==> src/include/rsp_pkg.sv <==
// Shared constants and types for the reset source and priority block
`default_nettype none
package rsp_pkg;

  localparam int CLK_PERIOD_PS = 8000;
  localparam int BUS_CYCLE_PS = 250000;
  localparam int E_DIV_DEF = BUS_CYCLE_PS / CLK_PERIOD_PS;
  localparam int DRIVE_ECYC = 4;
  localparam int SAMPLE_ECYC = 2;
  localparam int POR_ECYC_DEF = 4064;
  localparam int WAIT_WAKE_ECYC = 4;
  localparam int CNT_W = 12;
  localparam int DIV_W = 8;

  localparam int AW = 4;
  localparam int DW = 16;
  localparam logic [AW-1:0] OFS_CTRL = 4'h0;
  localparam logic [AW-1:0] OFS_STAT = 4'h4;

  // Status word positions
  localparam int ST_CONV_BIT = 0;
  localparam int ST_BOOT_BIT = 1;
  localparam int ST_SPEC_BIT = 2;
  localparam int ST_MODE_A_BIT = 3;
  localparam int ST_VEC_LSB = 4;
  localparam int ST_WAKE_BIT = 6;

  localparam logic [4:0] PSEL_RST = 5'h06;
  localparam int NM_N = 5;
  localparam int NM_W = 3;
  localparam int MSK_N = 32;
  localparam int MSK_W = 5;

  typedef enum logic [2:0] {
    ST_POR = 3'b000,
    ST_DRIVE = 3'b001,
    ST_REL = 3'b011,
    ST_HOLD = 3'b010,
    ST_RUN = 3'b110
  } rsp_state_e;

  typedef enum logic [1:0] {
    VEC_EXT = 2'h0,
    VEC_CMON = 2'h1,
    VEC_WDOG = 2'h2
  } rsp_vec_e;

  typedef struct packed {
    logic irq_edge;
    logic nvm_prog;
    logic conv_pu;
    logic clk_mon_force;
    logic clk_mon_en;
    logic stop_delay;
    logic [4:0] psel;
  } rsp_ctrl_s;

  localparam int CTRL_W = $bits(rsp_ctrl_s);
  localparam rsp_ctrl_s CTRL_RST = '{
    irq_edge: 1'b0, nvm_prog: 1'b0, conv_pu: 1'b0, clk_mon_force: 1'b0,
    clk_mon_en: 1'b0, stop_delay: 1'b1, psel: PSEL_RST};

  typedef struct packed {
    logic [AW-1:0] addr;
    logic [DW-1:0] wdata;
    logic wr;
    logic rd;
  } rsp_bus_s;

  typedef struct packed {
    rsp_state_e st;
    logic [CNT_W-1:0] cnt;
    logic [DIV_W-1:0] div;
    rsp_vec_e src;
    rsp_vec_e vec;
    logic oe;
    logic cpu_rst_n;
    rsp_ctrl_s ctrl;
    logic conv_done;
    logic boot;
    logic special;
    logic mode_a;
    logic wk_busy;
    logic wk_stop;
    logic wake_done;
    logic nmi_v;
    logic [NM_W-1:0] nmi_g;
    logic msk_v;
    logic [MSK_W-1:0] msk_g;
    logic [DW-1:0] rdata;
  } rsp_state_s;

  localparam rsp_state_s STATE_RST = '{
    st: ST_POR, cnt: '0, div: '0, src: VEC_EXT, vec: VEC_EXT,
    oe: 1'b0, cpu_rst_n: 1'b0, ctrl: CTRL_RST, conv_done: 1'b0,
    boot: 1'b0, special: 1'b0, mode_a: 1'b0, wk_busy: 1'b0,
    wk_stop: 1'b0, wake_done: 1'b0, nmi_v: 1'b0, nmi_g: '0,
    msk_v: 1'b0, msk_g: '0, rdata: '0};

endpackage
`default_nettype wire

==> src/hdl/rsp_prio.sv <==
// Fixed-order priority picker with an optional promoted source
`timescale 1ns/1ps
`default_nettype none
module rsp_prio
  import rsp_pkg::*;
#(
  parameter int N = NM_N,
  parameter int IW = NM_W
)
(
  input wire logic [N-1:0] req,
  input wire logic promote_en,
  input wire logic [IW-1:0] promote,
  output logic valid,
  output logic [IW-1:0] idx
);

  // Lowest index wins unless the promoted source is pending
  always_comb
  begin
    valid = |req;
    idx = '0;
    for (int i = N - 1; i >= 0; i--)
    begin
      if (req[i])
        idx = IW'(i); // RULE16
    end
    if (promote_en && (int'(promote) < N) && req[promote])
      idx = promote; // RULE18
  end

endmodule
`default_nettype wire

==> src/hdl/rsp_top.sv <==
// Reset sequencer, reset source detection, reset defaults and priority
//
// Contract
// RULE1 - On any sensed reset, drive reset pin low four bus cycles, then release.
// RULE2 - Sample pin two bus cycles after release; low means external reset.
// RULE3 - Pin high at sample means watchdog or clock-monitor caused it.
// RULE4 - Present the reset vector of the winning source after classification.
// RULE5 - Outside circuit should avoid slow RC delay on the reset pin.
// RULE6 - A low reset pin is recognised in its first low cycle.
// RULE7 - Outside circuit holds pin low eight cycles for external vector.
// RULE8 - Software services the watchdog; a timeout gives a watchdog reset.
// RULE9 - Reset clears converter power-up and conversion-complete flag.
// RULE10 - Reset disables nonvolatile memory programming controls.
// RULE11 - Reset loads priority select with binary 00110.
// RULE12 - Reset leaves the external interrupt pin level sensitive.
// RULE13 - Boot, special and mode-A flags catch mode inputs at reset release.
// RULE14 - Reset sets the stop-delay bit.
// RULE15 - Reset clears both clock-monitor enable bits.
// RULE16 - Non-maskable order: pin/power-on, clock monitor, watchdog, NMI pin, illegal opcode.
// RULE17 - Non-maskable sources ignore the interrupt mask bit.
// RULE18 - Software may promote one maskable source above the rest.
// RULE19 - Software may clear stop-delay; then avoid reset to leave stop.
// RULE20 - Start-up delay always on power-on, never on reset with clocks running.
// RULE21 - Wait-mode recovery completes within four bus cycles.
// RULE22 - Power-on waits 4064 bus cycles, then holds while pin is low.
`timescale 1ns/1ps
`default_nettype none
module rsp_top
  import rsp_pkg::*;
#(
  parameter int E_DIV = E_DIV_DEF,
  parameter int POR_ECYC = POR_ECYC_DEF
)
(
  input wire logic CLK_SYS,
  input wire logic RST_N,
  input wire logic [AW-1:0] ADDR,
  input wire logic [DW-1:0] WDATA,
  input wire logic WR,
  input wire logic RD,
  output logic [DW-1:0] RDATA,
  input wire logic RST_PIN_IN,
  output logic RST_PIN_OUT,
  output logic RST_PIN_OE,
  input wire logic WDOG_TIMEOUT,
  input wire logic CLKMON_FAIL,
  input wire logic MODE_SELECT_A_INPUT,
  input wire logic MODE_SELECT_B_INPUT,
  input wire logic NONMASKABLE_INTERRUPT_PIN,
  input wire logic ILLEGAL_OPCODE,
  input wire logic COND_CODE_I_MASK,
  input wire logic [MSK_N-1:0] IRQ_REQ,
  input wire logic STOP_EXIT,
  input wire logic WAIT_EXIT,
  input wire logic CONV_COMPLETE,
  output logic CPU_RST_N,
  output logic [1:0] RST_VECTOR,
  output logic CONVERTER_POWER_UP,
  output logic NVM_PROG_EN,
  output logic CLOCK_MONITOR_ENABLE,
  output logic FORCED_CLOCK_MONITOR_ENABLE,
  output logic STOP_DELAY_ENABLE,
  output logic IRQ_EDGE_MODE,
  output logic BOOT_ROM_SELECT,
  output logic SPECIAL_MODE_FLAG,
  output logic MODE_A_FLAG,
  output logic NMI_VALID,
  output logic [NM_W-1:0] NMI_GRANT,
  output logic MSK_VALID,
  output logic [MSK_W-1:0] MSK_GRANT,
  output logic WAKE_DONE
);

  ////////////////////////////////////////////////////////////////////////
  // Reset release and local signals

  logic rst_meta_q;
  logic rst_n_q;
  rsp_state_s s_q;
  rsp_state_s s_d;
  rsp_bus_s bus;
  logic e_tick;
  logic cmon_hit;
  logic [NM_N-1:0] nm_req;
  logic [MSK_N-1:0] msk_req;
  logic nm_valid;
  logic [NM_W-1:0] nm_idx;
  logic mk_valid;
  logic [MSK_W-1:0] mk_idx;

  always_ff @(posedge CLK_SYS or negedge RST_N)
  begin
    if (!RST_N)
    begin
      rst_meta_q <= 1'b0;
      rst_n_q <= 1'b0;
    end
    else
    begin
      rst_meta_q <= 1'b1;
      rst_n_q <= rst_meta_q;
    end
  end

  assign bus = '{addr: ADDR, wdata: WDATA, wr: WR, rd: RD};
  assign e_tick = (s_q.div == DIV_W'(E_DIV - 1));
  assign cmon_hit = CLKMON_FAIL && (s_q.ctrl.clk_mon_en || s_q.ctrl.clk_mon_force); // RULE15

  ////////////////////////////////////////////////////////////////////////
  // Priority pickers

  // Mask bit gates only the maskable group
  assign nm_req = {ILLEGAL_OPCODE, NONMASKABLE_INTERRUPT_PIN, WDOG_TIMEOUT, cmon_hit, !RST_PIN_IN}; // RULE17
  assign msk_req = IRQ_REQ & {MSK_N{!COND_CODE_I_MASK}};

  rsp_prio #(
    .N(NM_N),
    .IW(NM_W)
  ) u_nm_prio (
    .req(nm_req),
    .promote_en(1'b0),
    .promote('0),
    .valid(nm_valid),
    .idx(nm_idx)
  );

  rsp_prio #(
    .N(MSK_N),
    .IW(MSK_W)
  ) u_mk_prio (
    .req(msk_req),
    .promote_en(1'b1),
    .promote(s_q.ctrl.psel),
    .valid(mk_valid),
    .idx(mk_idx)
  );

  ////////////////////////////////////////////////////////////////////////
  // Next state

  always_comb
  begin
    s_d = s_q;
    s_d.div = e_tick ? '0 : s_q.div + DIV_W'(1);
    s_d.wake_done = 1'b0;
    s_d.rdata = '0;
    case (s_q.st)
      ST_POR:
      begin
        // Oscillator settling always applies here
        if (e_tick)
        begin
          if (s_q.cnt == CNT_W'(POR_ECYC - 1))
          begin
            s_d.st = ST_DRIVE; // RULE22 RULE20
            s_d.cnt = '0;
            s_d.oe = 1'b1;
          end
          else
            s_d.cnt = s_q.cnt + CNT_W'(1);
        end
      end
      ST_DRIVE:
      begin
        if (e_tick)
        begin
          if (s_q.cnt == CNT_W'(DRIVE_ECYC - 1))
          begin
            s_d.st = ST_REL; // RULE1
            s_d.cnt = '0;
            s_d.oe = 1'b0;
          end
          else
            s_d.cnt = s_q.cnt + CNT_W'(1);
        end
      end
      ST_REL:
      begin
        if (e_tick)
        begin
          if (s_q.cnt == CNT_W'(SAMPLE_ECYC - 1))
          begin
            s_d.st = ST_HOLD;
            s_d.cnt = '0;
            // Slow pin rise reads as external here
            s_d.vec = RST_PIN_IN ? s_q.src : VEC_EXT; // RULE2 RULE3 RULE4
          end
          else
            s_d.cnt = s_q.cnt + CNT_W'(1);
        end
      end
      ST_HOLD:
      begin
        if (RST_PIN_IN)
        begin
          s_d.st = ST_RUN; // RULE22
          s_d.boot = !MODE_SELECT_B_INPUT; // RULE13
          s_d.special = !MODE_SELECT_B_INPUT;
          s_d.mode_a = MODE_SELECT_A_INPUT;
        end
      end
      ST_RUN:
      begin
        if (!RST_PIN_IN || WDOG_TIMEOUT || cmon_hit)
        begin
          // Running clocks: no oscillator delay
          s_d.st = ST_DRIVE; // RULE6 RULE20
          s_d.cnt = '0;
          s_d.div = '0;
          s_d.oe = 1'b1;
          if (!RST_PIN_IN)
            s_d.src = VEC_EXT;
          else if (cmon_hit)
            s_d.src = VEC_CMON; // RULE16
          else
            s_d.src = VEC_WDOG;
        end
        else if (s_q.wk_busy)
        begin
          if (e_tick)
          begin
            if (!s_q.wk_stop || s_q.cnt == CNT_W'(POR_ECYC - 1))
            begin
              s_d.wk_busy = 1'b0; // RULE21
              s_d.wake_done = 1'b1;
            end
            else
              s_d.cnt = s_q.cnt + CNT_W'(1);
          end
        end
        else if (STOP_EXIT || WAIT_EXIT)
        begin
          s_d.wk_busy = 1'b1;
          s_d.wk_stop = STOP_EXIT && s_q.ctrl.stop_delay; // RULE14
          s_d.cnt = '0;
          s_d.div = '0;
        end
      end
      default:
      begin
        s_d = STATE_RST;
      end
    endcase

    // Register writes, accepted only while running
    if (s_q.st == ST_RUN && bus.wr && bus.addr == OFS_CTRL)
      s_d.ctrl = bus.wdata[CTRL_W-1:0];
    // Hardware set beats write-one clear
    if (s_q.st == ST_RUN && bus.wr && bus.addr == OFS_STAT && bus.wdata[ST_CONV_BIT])
      s_d.conv_done = 1'b0;
    if (CONV_COMPLETE)
      s_d.conv_done = 1'b1;

    s_d.cpu_rst_n = (s_d.st == ST_RUN);
    if (s_d.st != ST_RUN)
    begin
      s_d.ctrl = CTRL_RST; // RULE9 RULE10 RULE11 RULE12 RULE14 RULE15
      s_d.conv_done = 1'b0; // RULE9
      s_d.wk_busy = 1'b0;
    end

    if (bus.rd)
    begin
      case (bus.addr)
        OFS_CTRL:
          s_d.rdata = {{(DW - CTRL_W){1'b0}}, s_q.ctrl};
        OFS_STAT:
        begin
          s_d.rdata[ST_CONV_BIT] = s_q.conv_done;
          s_d.rdata[ST_BOOT_BIT] = s_q.boot;
          s_d.rdata[ST_SPEC_BIT] = s_q.special;
          s_d.rdata[ST_MODE_A_BIT] = s_q.mode_a;
          s_d.rdata[ST_VEC_LSB +: 2] = s_q.vec;
          s_d.rdata[ST_WAKE_BIT] = s_q.wk_busy;
        end
        default:
          s_d.rdata = '0;
      endcase
    end

    s_d.nmi_v = nm_valid; // RULE16 RULE17
    s_d.nmi_g = nm_idx;
    s_d.msk_v = mk_valid; // RULE18
    s_d.msk_g = mk_idx;
  end

  always_ff @(posedge CLK_SYS or negedge rst_n_q)
  begin
    if (!rst_n_q)
      s_q <= STATE_RST;
    else
      s_q <= s_d;
  end

  ////////////////////////////////////////////////////////////////////////
  // Outputs

  assign RDATA = s_q.rdata;
  assign RST_PIN_OUT = 1'b0;
  assign RST_PIN_OE = s_q.oe;
  assign CPU_RST_N = s_q.cpu_rst_n;
  assign RST_VECTOR = s_q.vec;
  assign CONVERTER_POWER_UP = s_q.ctrl.conv_pu;
  assign NVM_PROG_EN = s_q.ctrl.nvm_prog;
  assign CLOCK_MONITOR_ENABLE = s_q.ctrl.clk_mon_en;
  assign FORCED_CLOCK_MONITOR_ENABLE = s_q.ctrl.clk_mon_force;
  assign STOP_DELAY_ENABLE = s_q.ctrl.stop_delay;
  assign IRQ_EDGE_MODE = s_q.ctrl.irq_edge;
  assign BOOT_ROM_SELECT = s_q.boot;
  assign SPECIAL_MODE_FLAG = s_q.special;
  assign MODE_A_FLAG = s_q.mode_a;
  assign NMI_VALID = s_q.nmi_v;
  assign NMI_GRANT = s_q.nmi_g;
  assign MSK_VALID = s_q.msk_v;
  assign MSK_GRANT = s_q.msk_g;
  assign WAKE_DONE = s_q.wake_done;

  ////////////////////////////////////////////////////////////////////////
  // Checks

  localparam int DRIVE_CLKS = DRIVE_ECYC * E_DIV;
  localparam int WAKE_MAX = WAIT_WAKE_ECYC * E_DIV;
  logic [CNT_W-1:0] oe_len_q;

  always_ff @(posedge CLK_SYS or negedge rst_n_q)
  begin
    if (!rst_n_q)
      oe_len_q <= '0;
    else
      oe_len_q <= RST_PIN_OE ? oe_len_q + CNT_W'(1) : '0;
  end
endmodule
`default_nettype wire

==> config.mk <==
export PLATFORM = sky130hd
export DESIGN_NAME = rsp_top
export DESIGN_NICKNAME = d
export VERILOG_FILES = /design/src/include/rsp_pkg.sv /design/src/hdl/rsp_prio.sv /design/src/hdl/rsp_top.sv
export SDC_FILE = /design/constraint.sdc
export NUM_CORES = 1
export LEC_CHECK = 0
export BUFFER_PORTS_ARGS = -buffer_cell sky130_fd_sc_hd__buf_4
export CAP_MARGIN = 10
export CORE_ASPECT_RATIO = 1.75
export CORE_MARGIN = 2
export CORE_UTILIZATION = 58
export CTS_CLUSTER_DIAMETER = 150
export DETAILED_ROUTE_END_ITERATION = 6
export PLACE_DENSITY = 0.83
export SETUP_SLACK_MARGIN = 0.02
export SLEW_MARGIN = 10
export SYNTH_ARGS = -nofsm -noshare
export SYNTH_HDL_FRONTEND = slang
export SYNTH_SLANG_ARGS = --single-unit
==> constraint.sdc <==
create_clock -name CLK_SYS -period 3.7 [get_ports CLK_SYS]
set_clock_uncertainty 0.2 [all_clocks]
set_input_delay 0.555 -clock CLK_SYS [delete_from_list [all_inputs] [get_ports CLK_SYS]]
set_output_delay 0.555 -clock CLK_SYS [all_outputs]
set_load 0.01 [all_outputs]
; Word level (Yosys, flattened, before mapping)
; Cells that the tools add are included.
[word_totals]
regBits = 75
inputBits = 67
output_inout_bits = 41
elab_cells = 192
[classes]
addsub = 2
order_cmp = 1
n_eq_ne = 29
muxes = 95
bitwise_logic = 6
reduce_logical = 31
[op_table]
columns = cell, count
row1 = 5-bit 2-to-1 mux, 33
row2 = 12-bit 2-to-1 mux, 8
row3 = 12-bit case mux with 5 select lines, 1
row4 = 15-bit 2-to-1 mux, 3
row5 = 20-bit 2-to-1 mux, 2
row6 = 3-bit 2-to-1 mux, 12
row7 = 32-bit AND, 1
row8 = 32-bit OR reduction, 1
row9 = 2-bit != test (second input constant), 11
row10 = 10-bit case mux with 2 select lines, 1
row11 = 9-bit case mux with 2 select lines, 1
row12 = 1-bit 2-to-1 mux, 16
row13 = 16-bit 2-to-1 mux, 1
row14 = 8-bit 2-to-1 mux, 2
row15 = 3-bit case mux with 5 select lines, 1
row16 = 2-bit 2-to-1 mux, 7
row17 = 7-bit case mux with 2 select lines, 1
row18 = 12-bit by 1-bit adder with 12-bit output (second input constant), 1
row19 = 12-bit by 1-bit == test with 1-bit output (second input constant), 1
row20 = 12-bit == test (second input constant), 1
row21 = 12-bit by 2-bit == test with 1-bit output (second input constant), 1
row22 = 4-bit != test (second input constant), 3
row23 = 3-bit case mux with 2 select lines, 2
row24 = 4-bit OR reduction, 3
row25 = other kinds (29), 50

; Logic depth before layout (Yosys ltp)
; Gate-level depths: netlist of the first run.
[depth]
ltp_word = 35
depth_mapped = 9
mapped_depth_nobuf = 8

; Cells and area by module
; From an unflattened synthesis of the first run, not the netlist that was laid out.
[unflattened]
cells_unflattened = 475
hier_area_um2 = 4453.0
[modules_own_cells]
columns = module, n_inst, cells_each, area_per_inst_um2, seq_area_each_um2
row1 = rsp_top, 1, 359, 3603.5, 1730.4
row2 = rsp_prio at u_mk_prio, 1, 96, 728.2, 0.0
row3 = rsp_prio at u_nm_prio, 1, 20, 121.4, 0.0

; Least setup slack after synthesis of the first run
; Ideal clock, no wire load.
[synth_path]
kind = input port to flip-flop
startpoint = in COND_CODE_I_MASK
endpoint = reg s_q (netlist bit MSK_GRANT[1])
setup_ns = 0.125
arrival_ns = 1.905
required_ns = 3.375
path_slack_ns = 1.470
path_stages = 7
n_path_buf = 1
cell_sequence = or2_1 clkbuf_1 nor3_1 o22ai_1 or2_2 o21ai_2 mux2_2
[synth_via]
elab_chain_cells = 35
word_cells_on_any_way = 37
cone_classes = mux (35) / bitwise (1) / reduce/logical (1)
[synth_lines]
columns = item, line
row1 = "start, declared", rsp_top.sv:51  ; input wire logic COND_CODE_I_MASK,
row2 = 1-bit logical NOT *, rsp_top.sv:114  ; assign msk_req = IRQ_REQ & {MSK_N{!COND_CODE_I_MASK}};
row3 = 32-bit AND *, rsp_top.sv:114
row4 = 5-bit 2-to-1 mux (32 in series), rsp_prio.sv:25  ; if (req[i])
row5 = 5-bit 2-to-1 mux *, rsp_prio.sv:28  ; if (promote_en && (int'(promote) < N) && req[promote])
row6 = via mk_idx[1], rsp_top.sv:89  ; logic [MSK_W-1:0] mk_idx;
row7 = "end signal, assigned", rsp_top.sv:290  ; s_q <= STATE_RST;
row8 = "end signal, assigned", rsp_top.sv:292  ; s_q <= s_d;
row9 = "end, declared", rsp_top.sv:79  ; rsp_state_s s_q;
; The timed path passes the listed nets; every way through them passes the cells marked *. The select of a mux whose other input is x is not followed.
; A chain may end at the register's enable or synchronous reset.

; Worst setup path after layout of the first run
[layout_path]
startpoint = reg s_q[58] in the netlist's numbering
endpoint = reg s_q[61] in the netlist's numbering
[layout_via]
elab_chain_cells = 6
word_cells_on_any_way = 18
cone_classes = add/sub (1) / eq/ne (4) / mux (11) / reduce/logical (2)
[layout_lines]
columns = item, line
row1 = 12-bit by 1-bit adder with 12-bit output, --
row2 = 12-bit 2-to-1 mux, rsp_top.sv:222  ; if (!s_q.wk_stop || s_q.cnt == CNT_W'(POR_ECYC - 1))
row3 = 12-bit 2-to-1 mux, rsp_top.sv:220  ; if (e_tick)
row4 = 12-bit 2-to-1 mux, rsp_top.sv:218  ; else if (s_q.wk_busy)
row5 = 20-bit 2-to-1 mux, rsp_top.sv:204  ; if (!RST_PIN_IN || WDOG_TIMEOUT || cmon_hit)
row6 = 12-bit case mux with 5 select lines, rsp_top.sv:147  ; case (s_q.st)
; Several ways; a longest one is shown, not always the timed one. The select of a mux whose other input is x is not followed.

==> qor.yml, run 1 <==
synthesis:
  synth_top_area_share_pct: 39.8
  synth.yosys.warnings: 0
  seq_area_frac_synth_pct: 41.7
  synth.top_cells.by_area: "dfrtp_1 40%, mux2i_1 8.0%, buf_4 5.1%, nor2_1 5.0%, nand2_1 2.8%"
  synth.cell_area_um2: 4150
  async_reset_ff_share_pct: 100
  netlist_instances: 453
  avgSynthCellArea_um2: 9.17
  netlist-cell-type-count: 66
  ffs_latches_synth: 69
  count_of_flip_flops_with_a_built_in_enable_after_synthesis: 0
  yosys.area.top_type: "dfrtp_1"
  synth_ff_type: "dfrtp_1"
clocking:
  clk_latency_ns: 0.34
  cts_tree: "done"
  root_buffer: "clkbuf_16"
  post_cts_resize_count: 0
  h_tree_depth_reported_by_cts: 3
  cts_hold_buffers: 1
  cts.reportedPaths.clkPinSlew_ns: 0.06
  postCtsSetupBuffers: 0
  tritoncts_num_sinks: 69
  clockBufferDepth: 2
  cts_made_buffers: 9
grt:
  grt_max_degree: 46
  antenna_found_initial: 0
  grt_pass1_vias: 3655
  grt_first_pass_wirelength_um: 16900
  grt.total_usage_pct: 29.2
  globalRouteOverflowTotal: 0
power_and_ir_drop:
  comb_power_share_pct: 8.2
  p_leak_nw: 2.33
  vdd.ir_drop.worst_mv: 0.230
  clockPowerShare_pct: 49.1
  netSwitchingPower_mw: 0.400
  cellPowerDensity_nw_per_um2: 358
  seq_power_share_pct: 42.7
  internal_power_mw: 1.41
  report.power.total_mw: 1.81
  switching_fraction_pct: 22.1
detailed_routing:
  viasPerCell: 6.01
  detailedRoute.firstPassIterationCount: 5
  wl_um: 10900
  avgRoutedWirePerCell_um: 17.8
  drcViolationCount: 0
  dr_total_vias: 3697
  detail_route.iter0.violations: 194
  number_of_nets_with_antenna_violations_after_detailed_routing: 0
timing:
  timing.slew.headroom_pct: 34.3
  finalCritPeriodShare_pct: 78.4
  clock.fmax_mhz: 345
  maxSlewViolCount: 0
  finalSetupViolations: 0
  tns_ns: 0
  finalHoldViolations: 0
  finalCriticalPeriod_ns: 2.90
  holdWs_ns: 0.159
  rsz_0062_raised_after_global_routing: "false"
  actual_transition_at_the_worst_max_transition_pin_ns: 0.985
final_layout:
  finish.net_count: 597
  area_growth_syn_to_layout_pct: 21.9
  drive_gt1_share_pct: 26.2
  filler_cell_count: 508
  antenna-diode-count: 0
critical_path:
  timing.critical_path.fanout_max: 11
  worst_setup_ep_type: "flip-flop"
  reg2reg_depth: 7
  critPathLaunchType: "flip-flop"
  worstPathArrival_ns: 2.92
  timing.setup.critical_path_class: "flip-flop to flip-flop"
  cp_data_required_time_ns: 3.72
hold_path:
  hold-path-cell-count: 0
  hp-class: "flip-flop to flip-flop"
floorplanning:
  die_area_um2: 7880
  start_util_pct: 60.1
  placementRows: 40
  die_width_um: 68.0
  io-pin-count: 108
  die_height_um: 116
  core_um2: 6910
run:
  drv.max_cap_violation_count: 0
placed_design:
  gp_congestion: 0.933
  portBuffers: 96
  hpwl_um: 8260
status:
  status: "complete, no violations"
## area by class of cell
class,count,area (µm²),share of cell area [%]
clock buffers,12,267,5.26
clock inverters,4,45.0,0.890
inverters,18,67.6,1.33
multi-input cells,328,2090,41.4
flip-flops and latches,69,1730,34.2
well taps,84,105,2.08
repair buffers,100,753,14.9
## Yosys cell counts, types with 3 or more instances
| master | number |
|---|---|
| nor2_1 | 55 |
| nand3b_1 | 4 |
| nor4_1 | 12 |
| xnor2_1 | 3 |
| a21o_1 | 3 |
| buf_4 | 28 |
| nand4_1 | 5 |
| nor3_1 | 12 |
| nand2b_1 | 8 |
| mux2i_1 | 33 |
| clkbuf_1 | 9 |
| o21ai_0 | 18 |
| a22o_1 | 12 |
| dfstp_2 | 3 |
| and3_1 | 3 |
| a21oi_1 | 18 |
| buf_2 | 5 |
| nand3_1 | 14 |
| inv_1 | 18 |
| o21ai_2 | 8 |
| dfrtp_1 | 66 |
| o22ai_1 | 12 |
| nor2b_1 | 6 |
| and2_1 | 5 |
| nand2_1 | 31 |
| a31oi_1 | 3 |
| o31ai_1 | 5 |
| ha_1 | 4 |
| xor2_1 | 3 |
## flip-flops by register name, indices dropped and copies added (netlist names), 2 cells and up
name	count
MSK_GRANT	5
s_q	33
RST_VECTOR	2
RDATA	11
NMI_GRANT	3
## cell usage in the layout, fill, tap and decap left out, drive strengths merged, types with 6 or more instances in the layout
master,count
inv,18
nand3,14
nor3,12
nor2b,6
nor2,56
clkbuf,12
o22ai,13
nor4,12
buf,99
o21ai,27
mux2i,33
nand2,31
a22o,12
a21oi,19
nand2b,9
conb,7
dfrtp,66
## cell families after synthesis
logic type,Yosys count,synth area share [%]
simple gates,170,20.5
compound gates,105,17.8
flops,69,41.7
buf+inv,61,8.37
mux,36,9.04
xor+xnor,6,1.27
fa+ha+maj,4,1.20
other cells,2,0.181
## critical path, cell delays in order (launching register included)
cell,delay [ns]
dfrtp_1,0.41
ha_1,0.26
nand3_1,0.19
or3_4,0.45
o21a_1,0.20
a21oi_2,0.62
nor2_2,0.19
a22o_1,0.26
## worst paths after layout
check | start | slack [ns] | to
worst max register to register | s_q[58]$_DFFE_PN0P_ | 0.80 | s_q[61]$_DFFE_PN0P_
worst min-delay path | rst_meta_q$_DFF_PN0_ | 0.16 | rst_n_q$_DFF_PN0_
worst max-delay path | s_q[58]$_DFFE_PN0P_ | 0.80 | s_q[61]$_DFFE_PN0P_
min in group asynchronous | rst_n_q$_DFF_PN0_ | 0.24 | s_q[55]$_DFF_PN0_
max in group asynchronous | rst_n_q$_DFF_PN0_ | 2.14 | s_q[35]$_DFFE_PN1P_
worst min register to register | rst_meta_q$_DFF_PN0_ | 0.16 | rst_n_q$_DFF_PN0_
## power by group through the flow
stage	Sequential, mW	Clock [mW]	Combinational [mW]
floorplan	0.787	0	0.0635
global placement	0.787	0	0.144
detailed placement	0.787	0	0.146
CTS	0.774	0.892	0.148
global route	0.775	0.924	0.162
finish	0.773	0.888	0.149
## per-stage QoR
stage          worst slack, ns  cells  util (%)  cell area (µm²)
2_1_floorplan             1.44    458         -             4170
3_3_place_gp             0.954    598      68.7             4740
3_5_place_dp             0.903    598      68.7             4740
4_1_cts                  0.802    615      73.3             5060
5_1_grt                  0.682    615      73.3             5060
6_report                 0.800    615      73.3             5060
## layer usage
| metal | share of wire, % | routed length (µm) | GRT usage, % | up-vias |
|---|---|---|---|---|
| met5 | 0 | 0 | 0 | - |
| met3 | 4.2 | 462 | 6.41 | 47 |
| li1 | - | - | - | 1748 |
| met1 | 33 | 3660 | 27.7 | 1765 |
| met4 | 4.8 | 529 | 17.5 | 0 |
| met2 | 57 | 6280 | 54.4 | 137 |
No activity file was read; power rests on OpenSTA's default activity.
==> run 2: changes to the inputs <==
- CORE_UTILIZATION: 58 -> 54
- PLACE_DENSITY: 0.83 -> 0.78
- clock period: 3.7 -> 2.9 ns (I/O delays scaled with it)
==> qor.yml, run 2 (synthesized netlist as in run 1, its figures left out) <==
status:
  status: "complete, no violations"  # unchanged
clocking:
  post_cts_resize_count: 0  # unchanged
  h_tree_depth_reported_by_cts: 3  # unchanged
  root_buffer: "clkbuf_16"  # unchanged
  clockBufferDepth: 2  # unchanged
  tritoncts_num_sinks: 69  # unchanged
  cts_made_buffers: 9  # unchanged
  cts_tree: "done"  # unchanged
  cts.reportedPaths.clkPinSlew_ns: 0.06  # about the same
  clk_latency_ns: 0.34  # about the same
timing:
  finalCritPeriodShare_pct: 86.2  # was 78.4%
  timing.slew.headroom_pct: 44.5  # was 34.3%
  maxSlewViolCount: 0  # unchanged
  rsz_0062_raised_after_global_routing: "false"  # unchanged
  finalSetupViolations: 0  # unchanged
  clock.fmax_mhz: 400  # was 345 MHz
  actual_transition_at_the_worst_max_transition_pin_ns: 0.832  # was 0.985 ns
  finalHoldViolations: 0  # unchanged
  holdWs_ns: 0.0837  # was 0.159 ns
  tns_ns: 0  # unchanged
  finalCriticalPeriod_ns: 2.50  # was 2.90 ns
critical_path:
  critPathLaunchType: "flip-flop"  # unchanged
  timing.setup.critical_path_class: "flip-flop to flip-flop"  # unchanged
  cp_data_required_time_ns: 2.92  # was 3.72 ns
  reg2reg_depth: 7  # unchanged
  timing.rr.start: "s_q[58]$_DFFE_PN0P_"  # unchanged
  setup.reg_to_reg.worst_slack_ns: 0.40  # was 0.80 ns
  r2r-end: "s_q[61]$_DFFE_PN0P_"  # unchanged
  worst_setup_ep_type: "flip-flop"  # unchanged
  worstPathArrival_ns: 2.52  # was 2.92 ns
  timing.critical_path.fanout_max: 7  # was 11
hold_path:
  hold_path.startpoint: "NONMASKABLE_INTERRUPT_PIN"  # was rst_meta_q$_DFF_PN0_
  whs_endpoint: "NMI_GRANT[2]$_DFF_PN0_"  # was rst_n_q$_DFF_PN0_
  hp-class: "input pin to flip-flop"  # was flip-flop to flip-flop
  hold-path-cell-count: 2  # was 0
grt:
  grtUsageMet2_pct: 51.2  # was 54.4%
  antenna_found_initial: 0  # unchanged
  grt_max_degree: 68  # was 46
  grt.total_usage_pct: 26.8  # was 29.2%
  gr_met3_demand_resource_pct: 5.46  # was 6.41%
  globalRouteOverflowTotal: 0  # unchanged
  grt_pass1_vias: 3828  # was 3,655
  globalRoute.busiestLayer: "met2"  # unchanged
  grt_first_pass_wirelength_um: 17700  # was 16,900 µm
  use_met1_pct: 25.5  # was 27.7%
detailed_routing:
  drcViolationCount: 0  # unchanged
  wl_um: 10700  # was 10,900 µm
  viasPerCell: 5.98  # was 6.01
  detailedRoute.firstPassIterationCount: 4  # was 5
  detail_route.iter0.violations: 181  # was 194
  avgRoutedWirePerCell_um: 17.2  # was 17.8 µm
  number_of_nets_with_antenna_violations_after_detailed_routing: 0  # unchanged
  dr_total_vias: 3738  # was 3,697
final_layout:
  largest_reg_flops: 33  # unchanged
  register_bank_with_the_most_flops: "s_q"  # unchanged
  final_cell_mix: "105 x buf_4, 65 x dfrtp_1, 55 x nor2_1, 33 x mux2i_1, 31 x nand2_1"  # was 99 x buf_4, 65 x dfrtp_1, 55 x nor2_1, 33 x mux2i_1, 31 x nand2_1
  mostFrequentLayoutCell: "buf_4"  # unchanged
  drive_gt1_share_pct: 26.8  # was 26.2%
  finish.net_count: 603  # was 597
  filler_cell_count: 593  # was 508
  antenna-diode-count: 0  # unchanged
  final_cells: 625  # was 615
  area_growth_syn_to_layout_pct: 23.8  # was 21.9%
floorplanning:
  start_util_pct: 55.3  # was 60.1%
  die_height_um: 120  # was 116 µm
  core_um2: 7510  # was 6910 µm²
  placementRows: 42  # was 40
  die_area_um2: 8440  # was 7880 µm²
  die_width_um: 70.3  # was 68.0 µm
  io-pin-count: 108  # unchanged
power_and_ir_drop:
  vdd.ir_drop.worst_mv: 0.305  # was 0.230 mV
  cellPowerDensity_nw_per_um2: 472  # was 358 nW/µm²
  p_leak_nw: 2.37  # was 2.33 nW
run:
  drv.max_cap_violation_count: 0  # unchanged
placed_design:
  dp.cells: 608  # was 598
  portBuffers: 96  # unchanged
  gp_congestion: 0.924  # was 0.933
  hpwl_um: 8370  # was 8260 µm
run 2: cell types whose count changed in the layout (fill, tap and decap cells not counted):
cell | before | now
buf_4 | 99 | 105
clkbuf_8 | 3 | 0
bufinv_16 | 1 | 3
clkinv_2 | 3 | 1
clkbuf_1 | 0 | 1
clkinv_4 | 0 | 1
clkinvlp_4 | 0 | 1
run 2: worst max-delay path: stages (launching register included):
cell	delay [ns]
dfrtp_1	0.40
ha_1	0.26
nand3_1	0.18
or3_4	0.44
and4_4	0.22
o22ai_2	0.30
nor2_2	0.16
a22o_1	0.22
run 2: layout make-up:
cell class	instances	area [µm²]	area share, %
inverter	18	67.6	1.31
tap	88	110	2.14
multi-input combinational	328	2090	40.7
timing repair buffer	106	798	15.5
sequential	69	1730	33.7
clock buffer	10	229	4.45
clock inverter	6	111	2.17
run 2: stage by stage:
stage                     total power, mW  setup WS, ns  area, µm²  utilization, %
after global routing                 2.50         0.277       5140            68.4
after floorplan                      1.09         0.642       4170               -
final                                2.43         0.399       5140            68.4
after global placement               1.19         0.404       4790            63.8
after CTS                            2.45         0.404       5140            68.4
after detailed placement             1.19         0.405       4790            63.8
run 2: repair_timing:
action | in CTS | in global routing
endpoints found under the hold margin | 2 | 0
setup buffers | 0 | 0
hold buffers | 1 | 0
run 2: how the worst max path moves through the flow:
stage	start	slack, ns	to
6_report	s_q[58]$_DFFE_PN0P_	0.40	s_q[61]$_DFFE_PN0P_
5_1_grt	s_q[58]$_DFFE_PN0P_	0.28	s_q[61]$_DFFE_PN0P_
4_1_cts	s_q[58]$_DFFE_PN0P_	0.40	s_q[67]$_DFFE_PN0P_
3_5_place_dp	CLKMON_FAIL	0.41	s_q[72]$_DFF_PN0_
3_3_place_gp	CLKMON_FAIL	0.40	s_q[72]$_DFF_PN0_
2_1_floorplan	rst_n_q$_DFF_PN0_	0.64	BOOT_ROM_SELECT$_DFFE_PN0P_
run 2: metal layers:
metal | share of wire (%) | vias up
li1 | - | 1761
met1 | 32 | 1811
met2 | 59 | 132
met3 | 4.8 | 34
met4 | 4.7 | 0
met5 | 0 | -
run 2: power by group:
| part | total (mW) | leakage [nW] | switching [mW] | internal, mW |
|---|---|---|---|---|
| clock network | 1.25 | 0.163 | 0.413 | 0.839 |
| registers | 0.975 | 0.890 | 0.00292 | 0.972 |
| logic | 0.201 | 1.31 | 0.104 | 0.0973 |
| total | 2.43 | 2.37 | 0.519 | 1.91 |
